==> src/rtl/ivn_consts.vh <==
// Constants of the interrupt vector and non-maskable request controller.
// Assumes byte addresses on a plain register port with 32-bit data.
`ifndef IVN_CONSTS_VH
`define IVN_CONSTS_VH

// ==========================================================
// Register byte offsets
`define IVN_OFS_LEVEL_BASE 10'h000
`define IVN_OFS_LEVEL_LAST 10'h0BC
`define IVN_OFS_HALT_CTRL 10'h100
`define IVN_OFS_DELAY_SRC 10'h104
`define IVN_OFS_TABLE_BASE 10'h108
`define IVN_OFS_CURRENT 10'h10C
`define IVN_OFS_EVT_STATUS 10'h110
`define IVN_OFS_EVT_CLEAR 10'h114
`define IVN_OFS_EVT_ENABLE 10'h118

// ==========================================================
// Field positions
`define IVN_HALT_FLAG_BIT 0
`define IVN_DELAY_BIT 0
`define IVN_EVT_NMI_BIT 0
`define IVN_EVT_HALT_BIT 1
`define IVN_EVT_NEWREQ_BIT 2
`define IVN_EVT_WIDTH 3

// ==========================================================
// Reset values and fixed codes
`define IVN_LEVEL_RESET 5'h1F
`define IVN_LEVEL_MASKED 5'h1F
`define IVN_TABLE_BASE_RESET 32'h000FFC00
`define IVN_VEC_TOP_OFS 32'h000003FC
`define IVN_NMI_LEVEL 5'h0F
`define IVN_NMI_NUMBER 7'h0F
`define IVN_FIRST_SRC_NUMBER 7'h10
`define IVN_SRC_COUNT 48

`endif

==> src/rtl/ivn_prio_sel.v <==
// Priority selection over the level-register sources.
// Assumes one level register of 5 bits per source, flattened low source first.
`include "ivn_consts.vh"

module ivn_prio_sel #(
    parameter N = 48
) (
    // Requests and their levels
    input wire [N-1:0] req,
    input wire [5*N-1:0] levels,
    // Winner
    output reg found,
    output reg [5:0] best_idx,
    output reg [4:0] best_lvl
);
    integer i;
    reg [4:0] lvl;

    // ==========================================================
    // Lowest level value wins; scanning downward makes the lowest number win ties
    always @* begin
        lvl = 5'h00;
        found = 1'b0;
        best_idx = 6'h00;
        best_lvl = `IVN_LEVEL_MASKED;
        for (i = N - 1; i >= 0; i = i - 1) begin
            lvl = levels[5*i +: 5];
            if (req[i] && lvl != `IVN_LEVEL_MASKED && (!found || lvl <= best_lvl)) begin
                found = 1'b1;
                best_idx = i[5:0];
                best_lvl = lvl;
            end
        end
    end
endmodule // ivn_prio_sel

==> src/rtl/ivn_vec_calc.v <==
// Vector slot address from table base and interrupt number.
// Assumes a table of 256 word slots, number 0 at the top slot.
`include "ivn_consts.vh"

module ivn_vec_calc (
    // Operands
    input wire [31:0] table_base,
    input wire [7:0] number,
    // Result
    output wire [31:0] vec_addr
);
    // ==========================================================
    // Address arithmetic
    assign vec_addr = table_base + `IVN_VEC_TOP_OFS - {22'h000000, number, 2'b00};
endmodule // ivn_vec_calc

==> src/rtl/ivn_intc.v <==
// Interrupt controller: maps sources to numbers, levels and vector slots.
// Assumes requests come from logic on clk; the non-maskable request is already
// detected by the external interrupt controller and arrives as a level.
//
// Function
// A pending non-maskable request outranks every other handled source.
// Coinciding with other requests, the non-maskable request is always selected.
// Non-maskable delivery presents level 15 (01111) and number 15 (0001111).
// No pin detection here; accept request, produce level, number, halt flag.
// Non-maskable request sets the DMA-halt flag; DMA suppressed while set.
// Software writes 0 to the DMA-halt flag to clear it; device clears. Here only that write or reset clears it.
// DMA channel 0 events use number 31 with level register 15.
// DMA channel 1 events use number 32 with level register 16.
// DMA channel 2 events use number 33 with level register 17.
// Software delayed interrupt bit is number 63 with level register 47.
// Numbers 80 to 255 have no hardware source and no level register.
// Vector address is table base plus 0x3FC minus four times the number.
`include "ivn_consts.vh"

module ivn_intc #(
    parameter N_SRC = 48
) (
    // Clock and reset
    input wire clk,
    input wire reset,
    // Register port
    input wire [9:0] reg_addr,
    input wire [31:0] reg_wdata,
    input wire reg_wr,
    input wire reg_rd,
    output reg [31:0] reg_rdata,
    // Interrupt sources, numbers 16 to 62; number 63 is the delayed bit
    input wire [N_SRC-2:0] src_req,
    input wire nmi_req,
    // Processor side
    output reg int_valid,
    output reg [4:0] int_level,
    output reg [6:0] int_number,
    output reg [31:0] int_vector,
    // DMA and system interrupt
    output reg dma_halt,
    output reg irq
);
    // ==========================================================
    // Register state
    reg [4:0] level_r [0:N_SRC-1];
    reg halt_flag_r;
    reg delay_src_r;
    reg [31:0] table_base_r;
    reg [`IVN_EVT_WIDTH-1:0] evt_status_r;
    reg [`IVN_EVT_WIDTH-1:0] evt_enable_r;
    reg prev_valid_r;

    wire [5:0] reg_idx;
    wire level_hit;
    wire [N_SRC-1:0] all_req;
    wire [5*N_SRC-1:0] levels_flat;
    wire sel_found;
    wire [5:0] sel_idx;
    wire [4:0] sel_lvl;
    reg sel_valid_nxt;
    reg [4:0] sel_level_nxt;
    reg [6:0] sel_number_nxt;
    wire [31:0] vec_addr;
    reg [`IVN_EVT_WIDTH-1:0] evt_set;
    reg [31:0] rdata_nxt;
    integer k;
    genvar g;

    function is_reg;
        input [9:0] a;
        input [9:0] ofs;
        begin
            is_reg = (a == ofs);
        end
    endfunction

    assign reg_idx = reg_addr[7:2];
    assign level_hit = (reg_addr[1:0] == 2'b00) && (reg_addr <= `IVN_OFS_LEVEL_LAST);

    // ==========================================================
    // Source mapping: number = 16 + index, level register = index.
    // Index 15/16/17 carry the DMA channel 0/1/2 end or error events.
    assign all_req = {delay_src_r, src_req};

    generate
        for (g = 0; g < N_SRC; g = g + 1) begin : g_flat
            assign levels_flat[5*g +: 5] = level_r[g];
        end
    endgenerate

    ivn_prio_sel #(
        .N(N_SRC)
    ) u_sel (
        .req(all_req),
        .levels(levels_flat),
        .found(sel_found),
        .best_idx(sel_idx),
        .best_lvl(sel_lvl)
    );

    // ==========================================================
    // Delivery choice; the non-maskable request bypasses the level table
    always @* begin
        sel_valid_nxt = 1'b0;
        sel_level_nxt = `IVN_LEVEL_MASKED;
        sel_number_nxt = 7'h00;
        if (nmi_req) begin
            sel_valid_nxt = 1'b1;
            sel_level_nxt = `IVN_NMI_LEVEL;
            sel_number_nxt = `IVN_NMI_NUMBER;
        end else if (sel_found) begin
            sel_valid_nxt = 1'b1;
            sel_level_nxt = sel_lvl;
            // Highest reachable hardware number is 63; 80 and up stay trap-only
            sel_number_nxt = `IVN_FIRST_SRC_NUMBER + {1'b0, sel_idx};
        end
    end

    ivn_vec_calc u_vec (
        .table_base(table_base_r),
        .number({1'b0, sel_number_nxt}),
        .vec_addr(vec_addr)
    );

    // ==========================================================
    // Processor outputs, registered
    always @(posedge clk) begin
        if (reset) begin
            int_valid <= 1'b0;
            int_level <= `IVN_LEVEL_MASKED;
            int_number <= 7'h00;
            int_vector <= 32'h00000000;
        end else begin
            int_valid <= sel_valid_nxt;
            int_level <= sel_level_nxt;
            int_number <= sel_number_nxt;
            int_vector <= sel_valid_nxt ? vec_addr : 32'h00000000;
        end
    end

    // ==========================================================
    // Level registers, delayed source bit and table base
    always @(posedge clk) begin
        if (reset) begin
            for (k = 0; k < N_SRC; k = k + 1) begin
                level_r[k] <= `IVN_LEVEL_RESET;
            end
            delay_src_r <= 1'b0;
            table_base_r <= `IVN_TABLE_BASE_RESET;
        end else if (reg_wr) begin
            if (level_hit) begin
                level_r[reg_idx] <= reg_wdata[4:0];
            end
            if (is_reg(reg_addr, `IVN_OFS_DELAY_SRC)) begin
                delay_src_r <= reg_wdata[`IVN_DELAY_BIT];
            end
            // Slots are words, so the low two base bits are kept zero
            if (is_reg(reg_addr, `IVN_OFS_TABLE_BASE)) begin
                table_base_r <= {reg_wdata[31:2], 2'b00};
            end
        end
    end

    // ==========================================================
    // DMA-halt flag: set by the non-maskable request, cleared by writing 0.
    // Set wins so a request landing on the clearing write is not lost.
    always @(posedge clk) begin
        if (reset) begin
            halt_flag_r <= 1'b0;
        end else if (nmi_req) begin
            halt_flag_r <= 1'b1;
        end else if (reg_wr && is_reg(reg_addr, `IVN_OFS_HALT_CTRL)
                     && !reg_wdata[`IVN_HALT_FLAG_BIT]) begin
            halt_flag_r <= 1'b0;
        end
    end

    always @(posedge clk) begin
        if (reset) begin
            dma_halt <= 1'b0;
        end else begin
            dma_halt <= halt_flag_r | nmi_req;
        end
    end

    // ==========================================================
    // Event status, clear and enable; set wins over clear
    always @* begin
        evt_set = {`IVN_EVT_WIDTH{1'b0}};
        evt_set[`IVN_EVT_NMI_BIT] = nmi_req;
        evt_set[`IVN_EVT_HALT_BIT] = nmi_req && !halt_flag_r;
        evt_set[`IVN_EVT_NEWREQ_BIT] = sel_valid_nxt && !prev_valid_r;
    end

    always @(posedge clk) begin
        if (reset) begin
            evt_status_r <= {`IVN_EVT_WIDTH{1'b0}};
            evt_enable_r <= {`IVN_EVT_WIDTH{1'b0}};
            prev_valid_r <= 1'b0;
            irq <= 1'b0;
        end else begin
            prev_valid_r <= sel_valid_nxt;
            if (reg_wr && is_reg(reg_addr, `IVN_OFS_EVT_CLEAR)) begin
                evt_status_r <= (evt_status_r & ~reg_wdata[`IVN_EVT_WIDTH-1:0]) | evt_set;
            end else begin
                evt_status_r <= evt_status_r | evt_set;
            end
            if (reg_wr && is_reg(reg_addr, `IVN_OFS_EVT_ENABLE)) begin
                evt_enable_r <= reg_wdata[`IVN_EVT_WIDTH-1:0];
            end
            irq <= |(evt_status_r & evt_enable_r);
        end
    end

    // ==========================================================
    // Read path; data stand one cycle after the strobe and only then
    always @* begin
        rdata_nxt = 32'h00000000;
        if (level_hit) begin
            rdata_nxt = {27'h0000000, level_r[reg_idx]};
        end else if (is_reg(reg_addr, `IVN_OFS_HALT_CTRL)) begin
            rdata_nxt = {31'h00000000, halt_flag_r};
        end else if (is_reg(reg_addr, `IVN_OFS_DELAY_SRC)) begin
            rdata_nxt = {31'h00000000, delay_src_r};
        end else if (is_reg(reg_addr, `IVN_OFS_TABLE_BASE)) begin
            rdata_nxt = table_base_r;
        end else if (is_reg(reg_addr, `IVN_OFS_CURRENT)) begin
            rdata_nxt = {19'h00000, int_valid, int_level, int_number};
        end else if (is_reg(reg_addr, `IVN_OFS_EVT_STATUS)) begin
            rdata_nxt = {29'h00000000, evt_status_r};
        end else if (is_reg(reg_addr, `IVN_OFS_EVT_ENABLE)) begin
            rdata_nxt = {29'h00000000, evt_enable_r};
        end
    end

    always @(posedge clk) begin
        if (reset) begin
            reg_rdata <= 32'h00000000;
        end else if (reg_rd) begin
            reg_rdata <= rdata_nxt;
        end else begin
            reg_rdata <= 32'h00000000;
        end
    end
endmodule // ivn_intc

==> config.mk <==
export PLATFORM = sky130hd
export DESIGN_NAME = ivn_intc
export DESIGN_NICKNAME = d
export VERILOG_FILES = /design/src/rtl/ivn_prio_sel.v /design/src/rtl/ivn_vec_calc.v /design/src/rtl/ivn_intc.v
export VERILOG_INCLUDE_DIRS = /design/src /design/src/rtl
export SDC_FILE = /design/constraint.sdc
export NUM_CORES = 1
export LEC_CHECK = 0
export BUFFER_PORTS_ARGS = -buffer_cell sky130_fd_sc_hd__buf_2
export CORE_MARGIN = 4
export CORE_UTILIZATION = 40
export DETAILED_ROUTE_END_ITERATION = 12
export HOLD_SLACK_MARGIN = 0.02
export SYNTH_ARGS = -nofsm -noshare
export SYNTH_HDL_FRONTEND = slang
export SYNTH_SLANG_ARGS = --single-unit
==> constraint.sdc <==
create_clock -name clk -period 241.8 [get_ports clk]
set_clock_uncertainty 0.1 [all_clocks]
set_input_delay 72.54 -clock clk [delete_from_list [all_inputs] [get_ports clk]]
set_output_delay 72.54 -clock clk [all_outputs]
set_load 0.02 [all_outputs]
== After elaboration in Yosys (flattened, before gate mapping) ==
Memory sizes are Yosys's and may differ from the RTL's.
Index checks and enable logic that the tools add are counted.
Storage, ports and cells
  flip-flop bits (word level): 117
  RAM bits: 240
  input port bits: 94
  output and inout bits: 79
  word-level logic and storage cells: 508
  memories kept: 1
Cells by class
  $add $sub $neg: 3
  order comparisons: 48
  equal/unequal tests: 55
  muxes and demuxes: 169
  bitwise gates (word level): 9
  reduce and logical (&&, ||, !) cells: 209
Memory list
  level_r: words 48, bits a word 5, read ports 49, clocked after Yosys merged registers in 0, wr ports 48, RTL line ivn_intc.v:46  | reg [4:0] level_r [0:N_SRC-1];
Operators by type and width (number)
  6-bit two-way mux: 49
  5-bit two-way mux: 54
  5-bit != test, second input constant: 48
  5-bit less-or-equal comparator: 47
  1-bit logical AND: 102
  10-bit by 9-bit == test with 1-bit output, second input constant: 7
  1-bit two-way mux: 59
  1-bit logical NOT: 50
  1-bit logical OR: 47
  32-bit by 10-bit adder with 32-bit output, second input constant: 1
  32-bit two-way mux: 1
  32-bit by 9-bit subtractor with 32-bit output: 1
  7-bit two-way mux: 2
  13-bit two-way mux: 1
  10-bit by 8-bit less-or-equal comparator with 1-bit output, second input constant: 1
  5-bit OR reduction: 2
  3-bit two-way mux: 3
  5-bit by 6-bit adder with 7-bit output, first input constant: 1
  3-bit AND: 2
  3-bit bitwise OR: 2
  3-bit OR reduction: 2
  2-bit AND reduction: 2
  2-bit OR reduction: 2
  1-bit NOT: 3
  other kinds (4): 4

== Logic depth before layout (Yosys ltp) ==
An unclocked memory read counts as a cell.
  depth after elaboration: 197
  gate-level depth with buffers: 472
  mapped depth without buffers: 455

== Cells and area by module ==
A second synthesis with hierarchy kept.
Second synthesis, totals
  cells, all modules: 3518
  area, all modules: 31921.9 um^2
By module, submodules not included
  ivn_intc: times used 1, cells an instance 1284, area each 16763.6 um^2, sequential area each 10510.1 um^2
  ivn_prio_sel: times used 1, cells an instance 1943, area each 13173.9 um^2, sequential area each 0.0 um^2
  ivn_vec_calc: times used 1, cells an instance 291, area each 1984.4 um^2, sequential area each 0.0 um^2

== Worst setup path before layout ==
Ideal clock, no wire load.
  path kind: input port to flip-flop
  start: in src_req[46]
  end: reg int_vector[31]
  library setup time: 128 ps
  arrival: 151386 ps
  data required time: 241572 ps
  setup slack: 90186 ps
  stages: 441
  path through: o21ai_2 > nor2_1 > mux2i_1 > inv_1 > ha_1 > a21o_1 > a21o_1 > o21a_2 > nor2_2 > mux2_4 > ha_1 > nand3_1 > nand2_1 > a2111oi_0 > o22ai_1 > o211ai_1 > a21o_1 > clkbuf_1 > [... 405 more ...] > a21o_1 > a21o_1 > a21o_1 > a21o_1 > a21o_1 > a21o_1 > a21o_1 > a21o_1 > a21o_1 > a21o_1 > a21o_1 > a21o_1 > a21o_1 > a21o_1 > a21o_1 > a21oi_1 > xnor2_1 > nor2_1
On the way
  cells in the longest elaborated chain, start to end: 191
  elaborated cells on any way between the ends: 334
  classes of those cells: add/sub: 2; order compare: 46; mux: 144; bitwise: 1; reduce/logical: 141
RTL lines
  start: declaration: RTL line ivn_intc.v:33  | input wire [N_SRC-2:0] src_req,
  1-bit logical AND (no line) (*)
  1-bit logical AND (*): RTL line ivn_prio_sel.v:28  | if (req[i] && lvl != `IVN_LEVEL_MASKED && (!found || lvl <= best_lvl)) begin
  5-bit two-way mux or 1-bit two-way mux (tied branches): RTL line ivn_prio_sel.v:28
  5-bit less-or-equal comparator or 1-bit logical NOT (tied branches): RTL line ivn_prio_sel.v:28
  1-bit logical OR: RTL line ivn_prio_sel.v:28
  1-bit logical AND: RTL line ivn_prio_sel.v:28
  5-bit two-way mux or 1-bit two-way mux (tied branches): RTL line ivn_prio_sel.v:28
  5-bit less-or-equal comparator or 1-bit logical NOT (tied branches): RTL line ivn_prio_sel.v:28
  [... 176 more ...]
  1-bit logical OR: RTL line ivn_prio_sel.v:28
  1-bit logical AND: RTL line ivn_prio_sel.v:28
  6-bit two-way mux: RTL line ivn_prio_sel.v:28
  5-bit by 6-bit adder with 7-bit output (no line)
  7-bit two-way mux (*): RTL line ivn_intc.v:112  | end else if (sel_found) begin
  7-bit two-way mux (*): RTL line ivn_intc.v:108  | if (nmi_req) begin
  via sel_number_nxt[2]: RTL line ivn_intc.v:63  | reg [6:0] sel_number_nxt;
  32-bit by 9-bit subtractor with 32-bit output (*): RTL line ivn_vec_calc.v:14  | assign vec_addr = table_base + `IVN_VEC_TOP_OFS - {22'h000000, number, 2'b00};
  end signal: assignment: RTL line ivn_intc.v:138  | int_vector <= sel_valid_nxt ? vec_addr : 32'h00000000;
  end: declaration: RTL line ivn_intc.v:39  | output reg [31:0] int_vector,
Mark *: on every way through the listed nets, which the timed path passes. The rest lies on a longest branch.
A chain may end at the register's enable or synchronous reset.

== Worst setup path after layout ==
Same ends and word-level chain as after synthesis.

==> metrics.txt <==
run status finished clean; post-route ant nets 0; Worst Path Buf+Inv 20; minimum clock period 164.23 ns; CP Class primary input to register; Slew HR 22.05%; met1 Use GR 31.39%; post-cts sizing count 0; 1st-iter DRT viols 2,119; first-pass GRT wire length 152,300 um; Remaining DRCs 0; FFs w/ async S/R, synth 0%; GRT Util Overall 22.76%; io pins 173; Max Slew Vio Count 0; maximum clock rate 0.006089 GHz; syn avg cell area 9.125 um2; # nets final 3,899; Required @ worst endpoint 242.14 ns; CTS root buffer clkbuf_16; initial antenna violation count 14; met2 Use GR 37.53%; worst r2r src delay_src_r$_SDFFE_PP0P_; vias in the first global route 26,483; dpl ws 78.05 ns; Cell Rows 102; Die ar. 0.08372 mm2; Longest Clk Path Bufs 3; hold_buf cts 0; CP arrival 164.58 ns; critical path's slowest cell o311ai_0; worst hold path type register to register; PortBufs 170; synth warn 0; RSZ-0062 raised after global routing no; Final Setup Violations 0; Worst setup SP type primary input; Clk pin slew, worst setup/hold paths 0.06 ns; Initial DRT Pass Iterations 5; Setup Fix Bufs, Post-CTS 0; H-Tree Depth 2; Crit Path Max Fanout 15; layout cell share with drive strength beyond 1 13.35%; Synth Cell Area 0.03166 mm2; Final Cycle Share 67.92%; main flop type after synthesis edfxtp_1; Worst setup startpoint src_req[46]; Least-Margin Pin Slew 1.169 ns; clk_lat worst skew 0.57 ns; Worst Setup End Kind register; Synth Register Bits 387; hold path start table_base_r[3]$_SDFFE_PP0P_; Max Cap Viol 0; largest net degree at the start of global routing 67; core box area 0.07798 mm2; grt total ovfl 0; Post-Place Cells 4,572; Placer Congestion 0.9090; initial core utilization 40.61%; largest stage delay on the critical path 0.84 ns; sequential area share after synthesis 33.07%; P&R area growth vs syn 9.705%; Num CTS Buffers 41; Total Neg Setup Slack 0 ns; Final Instance Count excl. Fillers 4,647; vias per inst 5.942; CP delay by family, top compound AO/OA/AOI/OAI gates; Final Hold Fails 0; die boundary height 289.4 um; fin worst setup slack 77.57 ns; Mapped Cells 3,470; Via Count 27,613; CP most frequent cell ha_1; Netlist cell types 129; wire length per cell 20.89 um; Die Wd 289.4 um; TritonCTS clock tree done; commonest non-fill, non-tap cell in the layout edfxtp_1; M3 GR Usage 4.351%; busiest grt layer met2; Routed WL 97,060 um; post-detail-place hpwl 73,450 um; most frequent cells in the layout edfxtp_1 (272), or3_1 (262), inv_1 (237); Post-synth EDFFs 272; clk sinks 387
[worst paths after layout]
| path | endpoint | slack [ns] | cells past startpoint |
|---|---|---|---|
| min | table_base_r[3]$_SDFFE_PP0P_ | 0.36 | 2 |
| max | int_vector[31]$_SDFF_PP0_ | 77.57 | 407 |
| max reg2reg | int_vector[31]$_SDFF_PP0_ | 148.21 | 411 |
| min reg2reg | table_base_r[3]$_SDFFE_PP0P_ | 0.36 | 2 |
[sequential cells by signal, indices dropped and copies added (netlist names)]
register      cells
halt_flag_r       1
int_level         5
dma_halt          1
int_vector       30
delay_src_r       1
reg_rdata        32
table_base_r     30
int_number        7
level_r         272
prev_valid_r      1
evt_enable_r      3
evt_status_r      3
irq               1
[per-stage QoR]
step	hold slack, ns	utilization, %	instance area, um2
after floorplan	0.3363	-	31790
after global placement	0.3428	42.97	33510
after detailed placement	0.3543	42.97	33510
after CTS	0.3628	44.54	34730
after global routing	0.3919	44.54	34730
final	0.3607	44.55	34740
[final cells by class]
class,count,area (um2)
Antenna cell,3,7.507
Clock buffer,56,1114
Clock inverter,16,105.1
Fill cell,7561,43240
Inverter,239,897.1
Multi-Input combinational cell,2708,19770
Sequential cell,387,10470
Tap cell,1040,1301
Timing Repair Buffer,198,1069
[per-layer routing]
metal,part of all wire (%),vias up
met4,1.8,24
met1,44,13265
li1,-,13309
met5,0.14,-
met2,46,868
met3,7.3,147
[tightest hold or removal path: cells and delay by family, from the launching register on]
kind	cells	cell delay [ns]
flip-flops	1	0.31
AND/OR/NAND/NOR	1	0.05
AO/OA/AOI/OAI	1	0.05
[synthesized netlist by cell type, drive strengths merged (38+ instances only)]
cell type	count	area, um2
and3	69	431.7
or3	264	1662
o21ai	204	1059
nand4	64	406.6
a21o	114	855.8
inv	238	893.4
nand3	94	470.5
dfxtp	115	2302
edfxtp	272	8168
o21a	53	400.4
nand2	224	843.3
mux2	47	585.6
ha	229	2865
a31oi	38	244.0
mux4	75	1689
nor2	234	890.9
a21oi	189	964.7
nand2b	49	306.5
o211ai	41	341.6
nor3	57	295.3
mux2i	58	580.6
nor2b	59	369.1
clkbuf	148	555.5
and2	44	280.3
o21bai	58	439.2
[kinds of logic (layout without fill, tap and decap cells)]
family / after synthesis / after routing / share of synthesized area, %
simple gates: 1234 / 1234 / 20.65
compound gates: 994 / 994 / 22.21
buf+inv: 408 / 509 / 4.924
flops: 387 / 387 / 33.07
fa+ha+maj: 232 / 232 / 9.180
mux: 180 / 180 / 9.018
xor+xnor: 34 / 34 / 0.9405
other cells: 1 / 37 / 0.01184
Power is not shown: default switching activity piles up to over one toggle a cycle in this logic, so the estimate is an artifact.
